**src/inc/rsf_pkg.sv**
```systemverilog
// Behaviour
// - Watchdog reset sets watchdog flag, bit 4.
// - Software writing zero clears watchdog flag.
// - Undervoltage reset also clears watchdog flag.
// - Undervoltage reset sets undervoltage flag, bit 2.
// - Reading the register clears undervoltage flag.
// - Undervoltage flag survives pin and watchdog resets.
// - Flags decode pin, watchdog or undervoltage source.
// - Detector disabled leaves undervoltage flag meaningless.
// - Register resets to 011x 0x00.
package rsf_pkg;

    //------------------------------------------------------------
    // Register byte offsets on the bus
    //------------------------------------------------------------
    localparam logic [7:0] RSF_FLAGS_OFF = 8'h00;   // Trim low and flags
    localparam logic [7:0] RSF_TRIMHI_OFF = 8'h04;  // Trim high bits
    localparam logic [7:0] RSF_STAT_OFF = 8'h08;    // Sticky event status
    localparam logic [7:0] RSF_MASK_OFF = 8'h0c;    // Interrupt mask

    //------------------------------------------------------------
    // Field positions of the flags register
    //------------------------------------------------------------
    localparam int RSF_TRIM_MSB = 6;     // Upper trim low bit
    localparam int RSF_TRIM_LSB = 5;     // Lower trim low bit
    localparam int RSF_WDG_BIT = 4;      // Watchdog reset flag
    localparam int RSF_UV_BIT = 2;       // Undervoltage reset flag

    //------------------------------------------------------------
    // Reset values
    //------------------------------------------------------------
    localparam logic [1:0] RSF_TRIM_LOW_RST = 2'h3;  // Trim low bits high
    localparam logic [7:0] RSF_TRIM_HIGH_RST = 8'h80; // Mid-scale trim
    localparam logic [7:0] RSF_MASK_RST = 8'h00;     // All masked
    localparam logic [7:0] RSF_EVENT_BITS = 8'h14;   // Bits 4 and 2 only

    //------------------------------------------------------------
    // Read data path state, one-hot
    //------------------------------------------------------------
    typedef enum logic [2:0] {
        RSF_BUS_IDLE = 3'b001,    // No read in flight
        RSF_BUS_RDWAIT = 3'b010,  // Read data being fetched
        RSF_BUS_RDDONE = 3'b100   // Read data on the bus
    } rsf_bus_state_t;

endpackage

```
**src/verilog/rsf_reset_source_flags.sv**
```systemverilog
//----------------------------------------------------------------
// Reset source flags with oscillator trim, AHB-Lite slave
//----------------------------------------------------------------
//
// Our own choices: the AHB-Lite register port and the placing of the registers.
module rsf_reset_source_flags
    import rsf_pkg::*;
#(
    parameter logic [7:0] TRIM_HIGH_RESET = RSF_TRIM_HIGH_RST
)
(
    input wire logic core_clk,
    input wire logic reset,
    input wire logic powerOnReset,
    input wire logic watchdogResetCause,
    input wire logic undervoltageResetCause,
    input wire logic lowVoltageDetectorEnable,
    input wire logic hsel,
    input wire logic [31:0] haddr,
    input wire logic [1:0] htrans,
    input wire logic hwrite,
    input wire logic [2:0] hsize,
    input wire logic [31:0] hwdata,
    input wire logic hready,
    output logic [31:0] hrdata,
    output logic hreadyout,
    output logic hresp,
    output logic irq,
    output logic [9:0] oscTrimWord
);

    //------------------------------------------------------------
    // Declarations
    //------------------------------------------------------------
    rsf_bus_state_t busState;            // Read path state
    rsf_bus_state_t next_busState;       // Read path next state
    logic [7:0] busOff;                  // Offset of the open transfer
    logic wrPending;                     // Write data phase this cycle
    logic addrPhase;                     // Address phase accepted now
    logic [1:0] trimLow;                 // Trim low bits
    logic [7:0] trimHigh;                // Trim high bits
    logic [7:0] intStatus;               // Sticky event bits
    logic [7:0] intMask;                 // Interrupt enables
    logic [7:0] eventVec;                // Events in this cycle
    logic [7:0] readValue;               // Register selected for read
    logic readStrobe;                    // Read fetch cycle
    logic watchdogResetFlag;             // Watchdog caused last reset
    logic undervoltageResetFlag;         // Undervoltage caused a reset
    logic watchdogFlagClear;             // Software zero on bit 4
    logic undervoltageFlagClear;         // Read of flags register
    logic [3:0] busSel;                  // Decoded register select

    //------------------------------------------------------------
    // Offset decode
    //------------------------------------------------------------
    // Returns one-hot select: flags, trim high, status, mask.
    // Upper address bits are not decoded, so the map aliases.
    function automatic logic [3:0] regSelect(input logic [7:0] off);
        logic [3:0] sel;
        sel = 4'h0;
        unique case (off)
            RSF_FLAGS_OFF: sel = 4'h1;
            RSF_TRIMHI_OFF: sel = 4'h2;
            RSF_STAT_OFF: sel = 4'h4;
            RSF_MASK_OFF: sel = 4'h8;
            default: sel = 4'h0;   // Unmapped
        endcase
        return sel;
    endfunction

    // Decoded select of the open transfer, shared by every user but the read mux
    assign busSel = regSelect(busOff);

    //------------------------------------------------------------
    // Address phase capture
    //------------------------------------------------------------
    // Only NONSEQ or SEQ with the bus ready opens a transfer
    assign addrPhase = hsel && htrans[1] && hready;

    // Offset held for the data phase that follows
    always_ff @(posedge core_clk)
    begin
        if (reset)
        begin
            busOff <= 8'h00;
        end
        else if (addrPhase)
        begin
            busOff <= haddr[7:0];
        end
    end

    // Write data arrives one cycle after its address phase
    always_ff @(posedge core_clk)
    begin
        if (reset)
        begin
            wrPending <= 1'b0;
        end
        else
        begin
            wrPending <= addrPhase && hwrite;
        end
    end

    //------------------------------------------------------------
    // Read path state machine
    //------------------------------------------------------------
    // A read takes one wait state so that read data and the read
    // side effects come from flip-flops
    always_comb
    begin
        next_busState = busState;
        unique case (busState)
            RSF_BUS_IDLE:
            begin
                if (addrPhase && !hwrite)
                begin
                    next_busState = RSF_BUS_RDWAIT;
                end
            end
            RSF_BUS_RDWAIT:
            begin
                next_busState = RSF_BUS_RDDONE;
            end
            RSF_BUS_RDDONE:
            begin
                // Back to back read opens straight into a new wait
                if (addrPhase && !hwrite)
                begin
                    next_busState = RSF_BUS_RDWAIT;
                end
                else
                begin
                    next_busState = RSF_BUS_IDLE;
                end
            end
        endcase
    end

    // State register
    always_ff @(posedge core_clk)
    begin
        if (reset)
        begin
            busState <= RSF_BUS_IDLE;
        end
        else
        begin
            busState <= next_busState;
        end
    end

    // Wait only while the read value is being fetched
    assign hreadyout = (busState != RSF_BUS_RDWAIT);

    // Every answer is OKAY, unmapped offsets included
    assign hresp = 1'b0;

    // Fetch cycle of a read
    assign readStrobe = (busState == RSF_BUS_RDWAIT);

    //------------------------------------------------------------
    // Read data
    //------------------------------------------------------------
    // Flags register: reserved bits read zero, the two flags give
    // the reset source to software
    always_comb
    begin
        readValue = 8'h00;
        unique case (regSelect(busOff))
            4'h1: readValue = {1'b0, trimLow, watchdogResetFlag, 1'b0,
                undervoltageResetFlag, 2'h0};
            4'h2: readValue = trimHigh;
            4'h4: readValue = intStatus;
            4'h8: readValue = intMask;
            default: readValue = 8'h00;   // Unmapped reads zero
        endcase
    end

    // Read data held until the next read is fetched
    always_ff @(posedge core_clk)
    begin
        if (reset)
        begin
            hrdata <= 32'h0;
        end
        else if (readStrobe)
        begin
            hrdata <= {24'h0, readValue};
        end
    end

    //------------------------------------------------------------
    // Flag clear strobes
    //------------------------------------------------------------
    // A one written to bit 4 does nothing
    assign watchdogFlagClear = wrPending && busSel[0]
        && !hwdata[RSF_WDG_BIT];

    // Reading the flags register clears the undervoltage flag
    assign undervoltageFlagClear = readStrobe
        && busSel[0];

    //------------------------------------------------------------
    // Reset source flags
    //------------------------------------------------------------
    rsf_flag_keeper u_flag_keeper (
        .core_clk(core_clk),
        .powerOnReset(powerOnReset),
        .watchdogResetCause(watchdogResetCause),
        .undervoltageResetCause(undervoltageResetCause),
        .lowVoltageDetectorEnable(lowVoltageDetectorEnable),
        .watchdogFlagClear(watchdogFlagClear),
        .undervoltageFlagClear(undervoltageFlagClear),
        .watchdogResetFlag(watchdogResetFlag),
        .undervoltageResetFlag(undervoltageResetFlag)
    );

    //------------------------------------------------------------
    // Oscillator trim
    //------------------------------------------------------------
    // Trim low bits reset high; reserved write bits are dropped
    always_ff @(posedge core_clk)
    begin
        if (reset)
        begin
            trimLow <= RSF_TRIM_LOW_RST;
        end
        else if (wrPending && busSel[0])
        begin
            trimLow <= hwdata[RSF_TRIM_MSB:RSF_TRIM_LSB];
        end
    end

    // Companion trim high register
    always_ff @(posedge core_clk)
    begin
        if (reset)
        begin
            trimHigh <= TRIM_HIGH_RESET;
        end
        else if (wrPending && busSel[1])
        begin
            trimHigh <= hwdata[7:0];
        end
    end

    // Full trim word to the oscillator
    assign oscTrimWord = {trimHigh, trimLow};

    //------------------------------------------------------------
    // Interrupt status and mask
    //------------------------------------------------------------
    // Events share the bit positions of the flags register
    always_comb
    begin
        eventVec = 8'h00;
        eventVec[RSF_WDG_BIT] = watchdogResetCause;
        eventVec[RSF_UV_BIT] = undervoltageResetCause
            && lowVoltageDetectorEnable;
    end

    // Sticky status; a cause comes with reset, so reset keeps it,
    // and a set beats the read clear of the same cycle
    always_ff @(posedge core_clk)
    begin
        if (reset)
        begin
            intStatus <= eventVec;
        end
        else if (readStrobe && busSel[2])
        begin
            intStatus <= eventVec;
        end
        else
        begin
            intStatus <= intStatus | eventVec;
        end
    end

    // Mask, only the two event bits are writable
    always_ff @(posedge core_clk)
    begin
        if (reset)
        begin
            intMask <= RSF_MASK_RST;
        end
        else if (wrPending && busSel[3])
        begin
            intMask <= hwdata[7:0] & RSF_EVENT_BITS;
        end
    end

    // Level interrupt while any unmasked status bit is set
    assign irq = |(intStatus & intMask);

    //------------------------------------------------------------
    // Assertions
    //------------------------------------------------------------
    a_wdg_flag_set: assert property (
        @(posedge core_clk) disable iff (powerOnReset)
        (watchdogResetCause && !undervoltageResetCause)
        |=> watchdogResetFlag)
        else $error("watchdog flag not set by watchdog reset");

    a_wdg_flag_clear: assert property (
        @(posedge core_clk) disable iff (powerOnReset)
        (watchdogFlagClear && !watchdogResetCause
        && !undervoltageResetCause) |=> !watchdogResetFlag)
        else $error("watchdog flag not cleared by zero write");

    a_uv_clears_wdg: assert property (
        @(posedge core_clk) disable iff (powerOnReset)
        undervoltageResetCause |=> !watchdogResetFlag)
        else $error("watchdog flag survived undervoltage reset");

    a_uv_flag_set: assert property (
        @(posedge core_clk) disable iff (powerOnReset)
        (undervoltageResetCause && lowVoltageDetectorEnable)
        |=> undervoltageResetFlag)
        else $error("undervoltage flag not set");

    a_uv_read_clear: assert property (
        @(posedge core_clk) disable iff (powerOnReset || reset)
        (hsel && htrans[1] && hready && !hwrite
        && haddr[7:0] == RSF_FLAGS_OFF && !undervoltageResetCause)
        ##1 !undervoltageResetCause |=> !undervoltageResetFlag)
        else $error("undervoltage flag not cleared by read");

    a_uv_flag_hold: assert property (
        @(posedge core_clk) disable iff (powerOnReset)
        (undervoltageResetFlag && !undervoltageFlagClear)
        |=> undervoltageResetFlag)
        else $error("undervoltage flag lost without a read");

    a_wdg_one_write: assert property (
        @(posedge core_clk) disable iff (powerOnReset)
        (wrPending && busSel[0] && hwdata[RSF_WDG_BIT]
        && !watchdogResetCause && !undervoltageResetCause)
        |=> $stable(watchdogResetFlag))
        else $error("writing one changed watchdog flag");

    a_trim_reset: assert property (
        @(posedge core_clk)
        reset |=> oscTrimWord[1:0] == RSF_TRIM_LOW_RST)
        else $error("trim low bits not high after reset");

    a_flags_layout: assert property (
        @(posedge core_clk) disable iff (reset)
        (busState == RSF_BUS_RDDONE && busOff == RSF_FLAGS_OFF)
        |-> (hrdata[7] == 1'b0 && hrdata[3] == 1'b0
        && hrdata[1:0] == 2'h0 && hrdata[31:8] == 24'h0))
        else $error("reserved flags bits read nonzero");

    a_read_wait: assert property (
        @(posedge core_clk) disable iff (reset)
        (hsel && htrans[1] && hready && !hwrite)
        |=> !hreadyout ##1 hreadyout)
        else $error("read did not take exactly one wait state");

    a_irq_event: assert property (
        @(posedge core_clk) disable iff (reset)
        (undervoltageResetCause && lowVoltageDetectorEnable
        && intMask[RSF_UV_BIT] && !wrPending) |=> irq)
        else $error("unmasked undervoltage event raised no irq");

endmodule // rsf_reset_source_flags

```
**src/verilog/rsf_flag_keeper.sv**
```systemverilog
//----------------------------------------------------------------
// Reset source flag keeper
//----------------------------------------------------------------
// These flags must outlive the ordinary system reset, so only the
// power-on clear, the recorded causes and the software clears touch them.
module rsf_flag_keeper
    import rsf_pkg::*;
(
    input wire logic core_clk,
    input wire logic powerOnReset,
    input wire logic watchdogResetCause,
    input wire logic undervoltageResetCause,
    input wire logic lowVoltageDetectorEnable,
    input wire logic watchdogFlagClear,
    input wire logic undervoltageFlagClear,
    output logic watchdogResetFlag,
    output logic undervoltageResetFlag
);

    //------------------------------------------------------------
    // Watchdog flag
    //------------------------------------------------------------
    // After the power-on clear, undervoltage wins over everything, then a hardware set beats
    // the software clear arriving in the same cycle
    always_ff @(posedge core_clk)
    begin
        if (powerOnReset)
        begin
            watchdogResetFlag <= 1'b0;
        end
        else if (undervoltageResetCause)
        begin
            watchdogResetFlag <= 1'b0;
        end
        else if (watchdogResetCause)
        begin
            watchdogResetFlag <= 1'b1;
        end
        else if (watchdogFlagClear)
        begin
            watchdogResetFlag <= 1'b0;
        end
    end

    //------------------------------------------------------------
    // Undervoltage flag
    //------------------------------------------------------------
    // Pin and watchdog resets leave it alone; only a read or the power-on clear clears it
    always_ff @(posedge core_clk)
    begin
        if (powerOnReset)
        begin
            undervoltageResetFlag <= 1'b0;
        end
        else if (undervoltageResetCause && lowVoltageDetectorEnable)
        begin
            undervoltageResetFlag <= 1'b1;
        end
        else if (undervoltageFlagClear)
        begin
            undervoltageResetFlag <= 1'b0;
        end
    end

endmodule // rsf_flag_keeper

```
**config.mk**
```make
export PLATFORM = sky130hd
export DESIGN_NAME = rsf_reset_source_flags
export DESIGN_NICKNAME = d
export VERILOG_FILES = /design/src/inc/rsf_pkg.sv /design/src/verilog/rsf_reset_source_flags.sv /design/src/verilog/rsf_flag_keeper.sv
export SDC_FILE = /design/constraint.sdc
export NUM_CORES = 1
export LEC_CHECK = 0
export BUFFER_PORTS_ARGS = -buffer_cell sky130_fd_sc_hd__clkbuf_2
export CAP_MARGIN = 10
export CORE_UTILIZATION = 44
export CTS_BUF_LIST = sky130_fd_sc_hd__clkbuf_4 sky130_fd_sc_hd__clkbuf_8
export DETAILED_ROUTE_END_ITERATION = 8
export GPL_TIMING_DRIVEN = 0
export PLACE_DENSITY_LB_ADDON = 0.3
export SLEW_MARGIN = 15
export SYNTH_ARGS = -nofsm -noshare
export SYNTH_HDL_FRONTEND = slang
export SYNTH_SLANG_ARGS = --single-unit
```
**constraint.sdc**
```tcl
create_clock -name core_clk -period 4.8 [get_ports core_clk]
set_clock_uncertainty 0.2 [all_clocks]
set_input_delay 1.44 -clock core_clk [delete_from_list [all_inputs] [get_ports core_clk]]
set_output_delay 1.44 -clock core_clk [all_outputs]
set_load 0.01 [all_outputs]
```
==> impl_metrics.csv, run 1 <==
group,metric,value,unit
synthesis,synthAdderAreaFrac,0,%
cts,cts_setup_buffers,0,
die,boundaryPins,123,
setup_path,slowest_delay,350,ps
sta,period_share,62.6,%
route,drt_iter0_drc,58,
final_layout,ff_latch_area,721,µm²
place,gp_congestion,0.790,
synthesis,synth_compound_area_share,10.1,%
sta,rsz0062_at_grt,"no",
setup_path,worstPathArrival,1360,ps
cts,ctsResizeCount,0,
min_path,holdPathStages,2,
grt,overflow,0,
cts,holdBufCountCts,0,
cts,cts_tree,"done",
synthesis,syn_area,1650,µm²
grt,track_usage,18.4,%
sta,finalSetupTns,0,ps
job,drv_cap,0,
sta,hold_viol,0,
route,avgViaCountPerCell,4.70,
setup_path,crit_fanout,10,
synthesis,yosysSeqAreaShare,43.8,%
setup_path,path_buf_inv,3,
sta,max_clock_freq,0.333,GHz
sta,drv_slew,0,
route,vias,1425,
setup_path,critPathCaptureType,"output pin",
route,wl,3400,µm
synthesis,synth_top_family_by_area,"simple AND/OR/NAND/NOR gates",
setup_path,reg2reg_depth,5,
die,coreArea,3470,µm²
route,routedWlPerCell,11.2,µm
sta,slew_headroom,60.8,%
final_layout,n_antenna_cell,0,
grt,grt_pass1_wl,5560,µm
place,port_buffers,44,
sta,setup_violations,0,
setup_path,worstPathRequired,3160,ps
synthesis,synth_xor_xnor_area_share,0.532,%
cts,clock_sinks,36,
min_path,min_path_type,"flop to flop",
final_layout,multiInputGateArea,778,µm²
synthesis,synth_simple_gate_area_share,19.7,%
setup_path,slowest_stage,"clkbuf_1",
synthesis,avgSynthCellArea,9.09,µm²
die,start_util,47.4,%
grt,antenna_found_initial,0,
final_layout,nets,334,
final_layout,layout_commonest_cell,"clkbuf_2",
grt,grt_max_degree,12,
synthesis,ys_warn_count,0,
synthesis,synthMuxAreaShare,11.3,%
grt,grt_pass1_vias,1206,
cts,clockBufferDepth,2,
cts,htreeDepth,2,
cts,root_buffer,"clkbuf_8",
power,p_leak,1.02,nW
cts,clock_latency,290,ps
power,p_total,0.618,mW
setup_path,critical-path-top-delay-family,"buffers and inverters",
run_status,status,"finished, final reports clean",
route,drc,0,
place,hpwl,2510,µm
synthesis,synth_top_area_cell,"dfxtp_1",
setup_path,worstPathCellList,"nor3b_1 -> inv_1 -> clkbuf_1 -> clkbuf_2",
die,fp.dieH,63.2,µm
final_layout,fill_cells,344,
cts,path_clk_slew,70,ps
setup_path,crit_cells,4,
synthesis,synthDominantCellAreaShare,43.8,%
setup_path,crit_type,"flop to output pin",
die,rows,21,
power,power_density,294,nW/µm²
final_layout,drive_gt1_share,33.5,%
synthesis,synth.distinct_cells,30,
final_layout,final_cell_mix,"clkbuf_2 (44), dfxtp_1 (36), buf_4 (25), conb_1 (25), nand2_1 (24)",
route,detail-route-antenna-nets,0,
synthesis,synth_seq_cells,36,
synthesis,synthCells,181,
final_layout,area_growth,28.0,%
route,first_pass_iters,4,
power,ir_worst_vdd,0.000252,V
die,dieArea,3990,µm²
sta,period_minus_slack,3000,ps
synthesis,synthTopCellsByArea,"dfxtp_1 (44%), buf_4 (11%), mux2i_1 (6.7%)",
die,die_x,63.2,µm
cts,cts_made_buffers,5,
setup_path,start_kind,"flop",
sta,tightest_slew,588,ps
[worst min-delay path, delay by kind of cell (launching register included)]
| kind | cells | cell delay (ps) |
|---|---|---|
| and+or+nand+nor | 1 | 50 |
| AOI/OAI and AO/OA | 1 | 50 |
| DFF | 1 | 310 |
[sequential cells by signal (all words and copies together), names as in the netlist]
| name | count |
|---|---|
| u_flag_keeper.undervoltageResetFlag | 1 |
| intStatus | 2 |
| trimHigh | 8 |
| u_flag_keeper.watchdogResetFlag | 1 |
| busState | 3 |
| intMask | 2 |
| busOff | 8 |
| hrdata | 8 |
| wrPending | 1 |
| trimLow | 2 |
[final timing paths]
path / startpoint / end / slack, ps
worst max-delay path: busState[1]$_SDFFE_PP0P_ / hreadyout / 1800
worst min register to register: hrdata[7]$_SDFFE_PP0P_ / hrdata[7]$_SDFFE_PP0P_ / 250
worst min-delay path: hrdata[7]$_SDFFE_PP0P_ / hrdata[7]$_SDFFE_PP0P_ / 250
worst max register to register: busOff[3]$_SDFFE_PP0P_ / trimLow[0]$_SDFFE_PP1P_ / 3060
[report_power, final]
group / internal [mW] / switching (mW)
logic: 0.0397 / 0.0438
registers: 0.308 / 0.00652
clock network: 0.114 / 0.105
total: 0.462 / 0.156
[final cells by class]
class                      instances  share of cell area (%)
multi-input combinational        133                    37.0
sequential                        36                    34.2
buffer                            34                    10.9
timing repair buffer              44                    10.5
clock buffer                       6                    3.92
tap                               46                    2.73
clock inverter                     2                   0.475
inverter                           2                   0.357
[metrics by stage]
stage                     hold slack, ps  util (%)  cells  setup WS, ps  cell area, µm²
after floorplan                      229         -    205          2360            1740
after global placement               242      58.0    295          2070            2010
after detailed placement             244      58.0    295          2090            2010
after CTS                            253      60.7    303          1760            2110
after global routing                 268      60.7    303          1660            2110
final                                249      60.7    303          1800            2110
[synth_stat cells]
| cell type | number |
|---|---|
| nor4_4 | 1 |
| nand4_1 | 5 |
| clkbuf_1 | 7 |
| xnor2_1 | 1 |
| and2_2 | 1 |
| nor3_1 | 2 |
| nor2_1 | 21 |
| a311oi_1 | 1 |
| a2111oi_4 | 1 |
| and3b_4 | 1 |
| buf_1 | 1 |
| conb_1 | 1 |
| mux4_1 | 2 |
| a22o_1 | 1 |
| and2_1 | 2 |
| a31o_2 | 1 |
| a21oi_1 | 19 |
| nand3_2 | 1 |
| nand2_1 | 24 |
| a32o_1 | 1 |
| o31ai_1 | 1 |
| mux2i_1 | 11 |
| buf_6 | 1 |
| nor3b_1 | 1 |
| dfxtp_1 | 36 |
| nand3_1 | 6 |
| and3_1 | 2 |
| buf_4 | 25 |
| mux2_2 | 2 |
| inv_1 | 2 |
[routing by layer]
| metal | track usage [%] | up-vias | wire, µm | part of all wire, % |
|---|---|---|---|---|
| met5 | 0 | - | 0 | 0 |
| met4 | 10.5 | 0 | 76 | 2.2 |
| met3 | 5.62 | 7 | 245 | 7.2 |
| met2 | 28.4 | 59 | 1520 | 45 |
| met1 | 22.5 | 637 | 1560 | 46 |
| li1 | - | 722 | - | - |
[cells by family (layout without fill, tap and decap cells)]
family | after synthesis | count (layout)
and+or+nand+nor | 67 | 67
other | 1 | 25
AOI/OAI and AO/OA | 25 | 25
buffers and inverters | 36 | 88
xor gates and xnor gates | 1 | 1
DFF | 36 | 36
muxes | 15 | 15
(Power assumes the default switching activity.)
==> run 2, diff against run 1 <==
--- a/config.mk
+++ b/config.mk
@@ -5,9 +5,10 @@
 export SDC_FILE = /design/constraint.sdc
 export NUM_CORES = 1
 export LEC_CHECK = 0
+export ABC_AREA = 1
 export BUFFER_PORTS_ARGS = -buffer_cell sky130_fd_sc_hd__clkbuf_2
 export CAP_MARGIN = 10
-export CORE_UTILIZATION = 44
+export CORE_UTILIZATION = 41
 export CTS_BUF_LIST = sky130_fd_sc_hd__clkbuf_4 sky130_fd_sc_hd__clkbuf_8
 export DETAILED_ROUTE_END_ITERATION = 8
 export GPL_TIMING_DRIVEN = 0
==> constraint.sdc (replaced) <==
create_clock -name core_clk -period 3 [get_ports core_clk]
set_clock_uncertainty 0.2 [all_clocks]
set_input_delay 0.9 -clock core_clk [delete_from_list [all_inputs] [get_ports core_clk]]
set_output_delay 0.9 -clock core_clk [all_outputs]
set_load 0.01 [all_outputs]
==> impl_metrics.csv, run 2 <==
group,metric,value,unit
die,die_x,65.7,µm
final_layout,final_cell_mix,"clkbuf_2 (44), nand2_1 (37), dfxtp_1 (36)",
cts,cts_tree,"done",
setup_path,worstPathRequired,1900,ps
synthesis,synth_seq_cells,36,
final_layout,layout_commonest_cell,"clkbuf_2",
min_path,min_path_type,"flop to flop",
power,p_leak,1.05,nW
synthesis,syn_area,1660,µm²
synthesis,synth.most_common_cell,"nand2_1",
cts,cts_made_buffers,5,
synthesis,ys_async_sr_fraction,0,%
synthesis,synth-edff-count,0,
run_status,status,"finished, final reports clean",
power,power_density,476,nW/µm²
route,drc,0,
route,drt_iter0_drc,30,
final_layout,finalNonFillerCells,338,
synthesis,synthTopCellsByArea,"dfxtp_1 (43%), buf_4 (11%), nand2_1 (8.4%)",
power,ir_worst_vdd,0.000329,V
synthesis,synth_top_area_cell,"dfxtp_1",
setup_path,critical-path-top-delay-family,"buffers and inverters",
cts,clock_sinks,36,
sta,finalSetupTns,0,ps
die,boundaryPins,123,
synthesis,avgSynthCellArea,7.77,µm²
final_layout,area_growth,28.1,%
route,wl,3400,µm
place,gp_congestion,0.796,
final_layout,n_antenna_cell,0,
place,dpl.cell_count,330,
synthesis,synth.distinct_cells,29,
setup_path,critPathCaptureType,"output pin",
setup_path,reg2reg_slack,1520,ps
sta,setup_violations,0,
place,dp_slack,809,ps
cts,clock_latency,290,ps
sta,period_share,83.0,%
min_path,hp-start,"busOff[6]$_SDFFE_PP0P_",
job,drv_cap,0,
grt,track_usage,17.5,%
setup_path,worstPathArrival,1390,ps
setup_path,slowest_stage,"dfxtp_1",
sta,drv_slew,0,
cts,root_buffer,"clkbuf_8",
power,p_total,1.01,mW
final_layout,reg_top3,"busOff x8, hrdata x8, trimHigh x8",
place,port_buffers,44,
cts,holdBufCountCts,0,
setup_path,slowest_delay,330,ps
cts,ctsResizeCount,0,
grt,overflow,0,
grt,grt_pass1_vias,1294,
synthesis,synth_ff_type,"dfxtp_1",
synthesis,synthCells,214,
die,start_util,44.1,%
final_layout,drive_gt1_share,34.1,%
synthesis,synth_commonest_cells,"nand2_1 (37), dfxtp_1 (36), buf_4 (25)",
route,first_pass_iters,4,
route,avgViaCountPerCell,4.40,
sta,hold_viol,0,
grt,grt_max_degree,12,
cts,path_clk_slew,70,ps
setup_path,startpoint,"busState[2]$_SDFFE_PP0P_",
place,hpwl,2690,µm
setup_path,path_buf_inv,2,
sta,max_clock_freq,0.402,GHz
synthesis,synthDominantCellAreaShare,43.3,%
sta,period_minus_slack,2490,ps
route,detail-route-antenna-nets,0,
route,routedWlPerCell,10.1,µm
route,vias,1488,
setup_path,crit_fanout,9,
synthesis,yosysSeqAreaShare,43.3,%
cts,htreeDepth,2,
setup_path,worstPathCellList,"nor3_2 -> clkinv_1 -> clkbuf_2",
die,coreArea,3770,µm²
cts,clockBufferDepth,2,
final_layout,nets,367,
grt,grt_pass1_wl,5630,µm
setup_path,crit_type,"flop to output pin",
die,fp.dieH,65.7,µm
cts,cts_setup_buffers,0,
sta,timing.final.ws_setup,510,ps
sta,rsz0062_at_grt,"no",
die,rows,22,
die,dieArea,4310,µm²
setup_path,rr_startpoint,"wrPending$_SDFF_PP0_",
grt,antenna_found_initial,0,
setup_path,start_kind,"flop",
synthesis,ys_warn_count,0,
-- run 2: cell count changes after synthesis, moves of 4 or more --
cell      before  now
mux2i_1       11    0
nand4_1        5    0
clkbuf_1       7    1
inv_1          2   14
nor2_1        21   17
nand3_1        6   16
nand2_1       24   37
o21ai_0        0   16
-- run 2: report_power, final --
part           total (mW)  switching, mW  internal (mW)
logic               0.147         0.0849         0.0618
clock network       0.362          0.167          0.195
registers           0.506         0.0108          0.495
total                1.01          0.262          0.753
-- run 2: per-stage QoR --
stage / utilization, % / instance area (µm²) / hold WS (ps)
floorplan: - / 1750 / 223
global placement: 53.9 / 2030 / 231
detailed placement: 53.9 / 2030 / 235
CTS: 56.5 / 2130 / 246
global route: 56.5 / 2130 / 269
finish: 56.5 / 2130 / 246
-- run 2: metal layers --
layer | vias up | part of all wire (%) | track usage, %
li1 | 798 | - | -
met1 | 634 | 45 | 20.9
met2 | 52 | 47 | 28.7
met3 | 4 | 7.0 | 5.56
met4 | 0 | 0.91 | 7.34
met5 | - | 0 | 0
-- run 2: path summary, 6_finish.rpt --
check,end,cells past startpoint
hold / removal,busOff[6]$_SDFFE_PP0P_,2
setup / recovery,hreadyout,3
setup reg to reg,intMask[4]$_SDFFE_PP0P_,4
hold reg to reg,busOff[6]$_SDFFE_PP0P_,2
-- run 2: tightest hold or removal path: cells and delay by family, from the launching register on --
kind,cells,cell delay (ps)
flops,1,310
buf+inv,1,40
compound gates,1,50
-- run 2: area by class of cell --
| type | count | area, µm² |
|---|---|---|
| Buffer | 31 | 231 |
| Clock buffer | 7 | 90.1 |
| Clock inverter | 1 | 7.51 |
| Fill cell | 383 | 1640 |
| Inverter | 18 | 70.1 |
| Multi-Input combinational cell | 153 | 731 |
| Sequential cell | 36 | 721 |
| Tap cell | 48 | 60.1 |
| Timing Repair Buffer | 44 | 220 |
-- run 2: cell families after synthesis --
| group | after synthesis | share of synthesized area, % |
|---|---|---|
| compound gates | 49 | 16.5 |
| buf+inv | 49 | 18.1 |
| flops | 36 | 43.3 |
| other cells | 1 | 0.226 |
| simple gates | 79 | 21.8 |
==> run 3, diff against run 2 <==
--- a/config.mk
+++ b/config.mk
@@ -8,7 +8,7 @@
 export ABC_AREA = 1
 export BUFFER_PORTS_ARGS = -buffer_cell sky130_fd_sc_hd__clkbuf_2
 export CAP_MARGIN = 10
-export CORE_UTILIZATION = 41
+export CORE_UTILIZATION = 37
 export CTS_BUF_LIST = sky130_fd_sc_hd__clkbuf_4 sky130_fd_sc_hd__clkbuf_8
 export DETAILED_ROUTE_END_ITERATION = 8
 export GPL_TIMING_DRIVEN = 0
==> constraint.sdc (replaced) <==
create_clock -name core_clk -period 2.2 [get_ports core_clk]
set_clock_uncertainty 0.2 [all_clocks]
set_input_delay 0.66 -clock core_clk [delete_from_list [all_inputs] [get_ports core_clk]]
set_output_delay 0.66 -clock core_clk [all_outputs]
set_load 0.01 [all_outputs]
==> impl_metrics.csv, run 3 (synthesis gave the netlist of run 2 again) <==
group,metric,value,unit
cts,root_buffer,"clkbuf_8",
place,dpl.cell_count,334,
min_path,min_path_type,"flop to flop",
setup_path,critical-path-top-delay-family,"flip-flops",
final_layout,final_cell_mix,"clkbuf_2 (44), nand2_1 (37), dfxtp_1 (36)",
sta,setup_violations,0,
sta,period_minus_slack,2100,ps
final_layout,n_antenna_cell,0,
die,start_util,38.5,%
sta,max_clock_freq,0.475,GHz
setup_path,worstPathArrival,1240,ps
setup_path,worstPathRequired,1340,ps
setup_path,crit_end,"hreadyout",
setup_path,slowest_delay,330,ps
place,gp_congestion,0.760,
place,port_buffers,44,
setup_path,startpoint,"busState[2]$_SDFFE_PP0P_",
setup_path,crit_type,"flop to output pin",
route,wl,3480,µm
die,coreArea,4320,µm²
setup_path,crit_cells,3,
route,avgViaCountPerCell,4.33,
final_layout,final_area,2170,µm²
setup_path,crit_fanout,5,
route,detail-route-antenna-nets,0,
power,p_leak,1.08,nW
power,pwr-share-clk,41.8,%
setup_path,slowest_stage,"dfxtp_1",
cts,holdBufCountCts,0,
grt,antenna_found_initial,0,
power,switching_share,24.3,%
route,drc,0,
setup_path,reg2reg_slack,730,ps
grt,track_usage,15.7,%
final_layout,layout_commonest_cell,"clkbuf_2",
power,power_frac_seq,45.0,%
grt,grt_pass1_vias,1366,
die,dieArea,4770,µm²
setup_path,critPathCaptureType,"output pin",
power,p_sw,0.373,mW
final_layout,fin_util,50.3,%
setup_path,rr_startpoint,"busOff[0]$_SDFFE_PP0P_",
final_layout,finalNonFillerCells,343,
power,power.internal,1.16,mW
grt,overflow,0,
sta,period_share,95.7,%
route,routedWlPerCell,10.1,µm
route,vias,1486,
final_layout,nets,368,
grt,grt_pass1_wl,5930,µm
power,ir_worst_vdd,0.000417,V
place,hpwl,2660,µm
final_layout,reg_top3,"busOff x8, hrdata x8, trimHigh x8",
run_status,status,"finished, final reports clean",
cts,cts_tree,"done",
setup_path,start_kind,"flop",
sta,rsz0062_at_grt,"no",
place,place_area,2040,µm²
grt,grt_max_degree,12,
die,die_x,69.0,µm
route,drt_iter0_drc,73,
die,rows,24,
final_layout,area_growth,30.7,%
setup_path,timing.rr.end,"trimHigh[4]$_SDFFE_PP0P_",
die,boundaryPins,123,
power,combPwrFrac,13.2,%
die,fp.dieH,69.0,µm
sta,hold_viol,0,
route,first_pass_iters,4,
cts,clock_latency,300,ps
setup_path,worstPathCellList,"nor3_2 -> clkinv_2 -> clkbuf_2",
sta,holdWs,245,ps
job,drv_cap,0,
final_layout,fill_cells,482,
sta,finalSetupTns,0,ps
power,power_density,706,nW/µm²
setup_path,reg2reg_depth,8,
cts,path_clk_slew,70,ps
cts,htreeDepth,2,
cts,clock_sinks,36,
cts,cts_made_buffers,5,
setup_path,path_buf_inv,2,
final_layout,drive_gt1_share,34.7,%
cts,clockBufferDepth,2,
sta,drv_slew,0,
==> run 3: cell types whose count changed in the layout (fill, tap and decap cells not counted) <==
cell,before,now
clkbuf_8,7,8
clkinv_1,1,0
clkinvlp_4,1,0
clkbuf_4,1,0
clkinv_2,0,1
bufinv_16,0,1
buf_4,25,26
==> run 3: worst min-delay path: stages, from the launching register on <==
cell and delay (ps):
dfxtp_1 310, inv_1 50, a21oi_1 50
==> run 3: layout make-up <==
cell class / count / area, µm² / area share [%]
well taps: 52 / 65.1 / 2.99
repair buffers: 45 / 228 / 10.5
inverters: 18 / 71.3 / 3.28
clock buffers: 7 / 96.3 / 4.43
plain buffers: 31 / 231 / 10.7
clock inverters: 1 / 30.0 / 1.38
flip-flops and latches: 36 / 721 / 33.2
multi-input cells: 153 / 731 / 33.6
==> run 3: routing by layer <==
layer	share of wire (%)	routed length, µm	track usage, %
met5	0	0	0
met4	2.7	93	9.52
met3	8.6	301	5.56
met2	44	1540	24.5
met1	44	1540	18.5
==> run 3: power by group through the flow <==
| stage | Sequential [mW] | Combinational, mW | Clock [mW] |
|---|---|---|---|
| global route | 0.694 | 0.229 | 0.676 |
| floorplan | 0.704 | 0.149 | 0 |
| global placement | 0.704 | 0.198 | 0 |
| detailed placement | 0.705 | 0.199 | 0 |
| finish | 0.690 | 0.202 | 0.642 |
| CTS | 0.690 | 0.200 | 0.653 |
==> run 3: worst min-delay path by stage <==
stage,slack [ps],start,to,depth (start not counted)
floorplan,220,busOff[4]$_SDFFE_PP0P_,busOff[4]$_SDFFE_PP0P_,2
global placement,230,busOff[6]$_SDFFE_PP0P_,busOff[6]$_SDFFE_PP0P_,2
detailed placement,240,busOff[7]$_SDFFE_PP0P_,busOff[7]$_SDFFE_PP0P_,2
CTS,250,busOff[6]$_SDFFE_PP0P_,busOff[6]$_SDFFE_PP0P_,2
global route,260,busOff[6]$_SDFFE_PP0P_,busOff[6]$_SDFFE_PP0P_,2
finish,250,busOff[6]$_SDFFE_PP0P_,busOff[6]$_SDFFE_PP0P_,2
==> run 3: metrics by stage <==
stage / worst slack (ps) / power (mW)
floorplan: 537 / 0.852
global placement: 227 / 0.902
detailed placement: 214 / 0.904
CTS: 0.491 / 1.54
global route: 49.3 / 1.60
finish: 95.1 / 1.53
==> run 3: what timing repair did <==
item / CTS / global route
hold endpoints to repair: 0 / 0
buffers inserted: 0 / 1
resized for setup: 1 / 0
endpoints found under the setup margin: 1 / 1
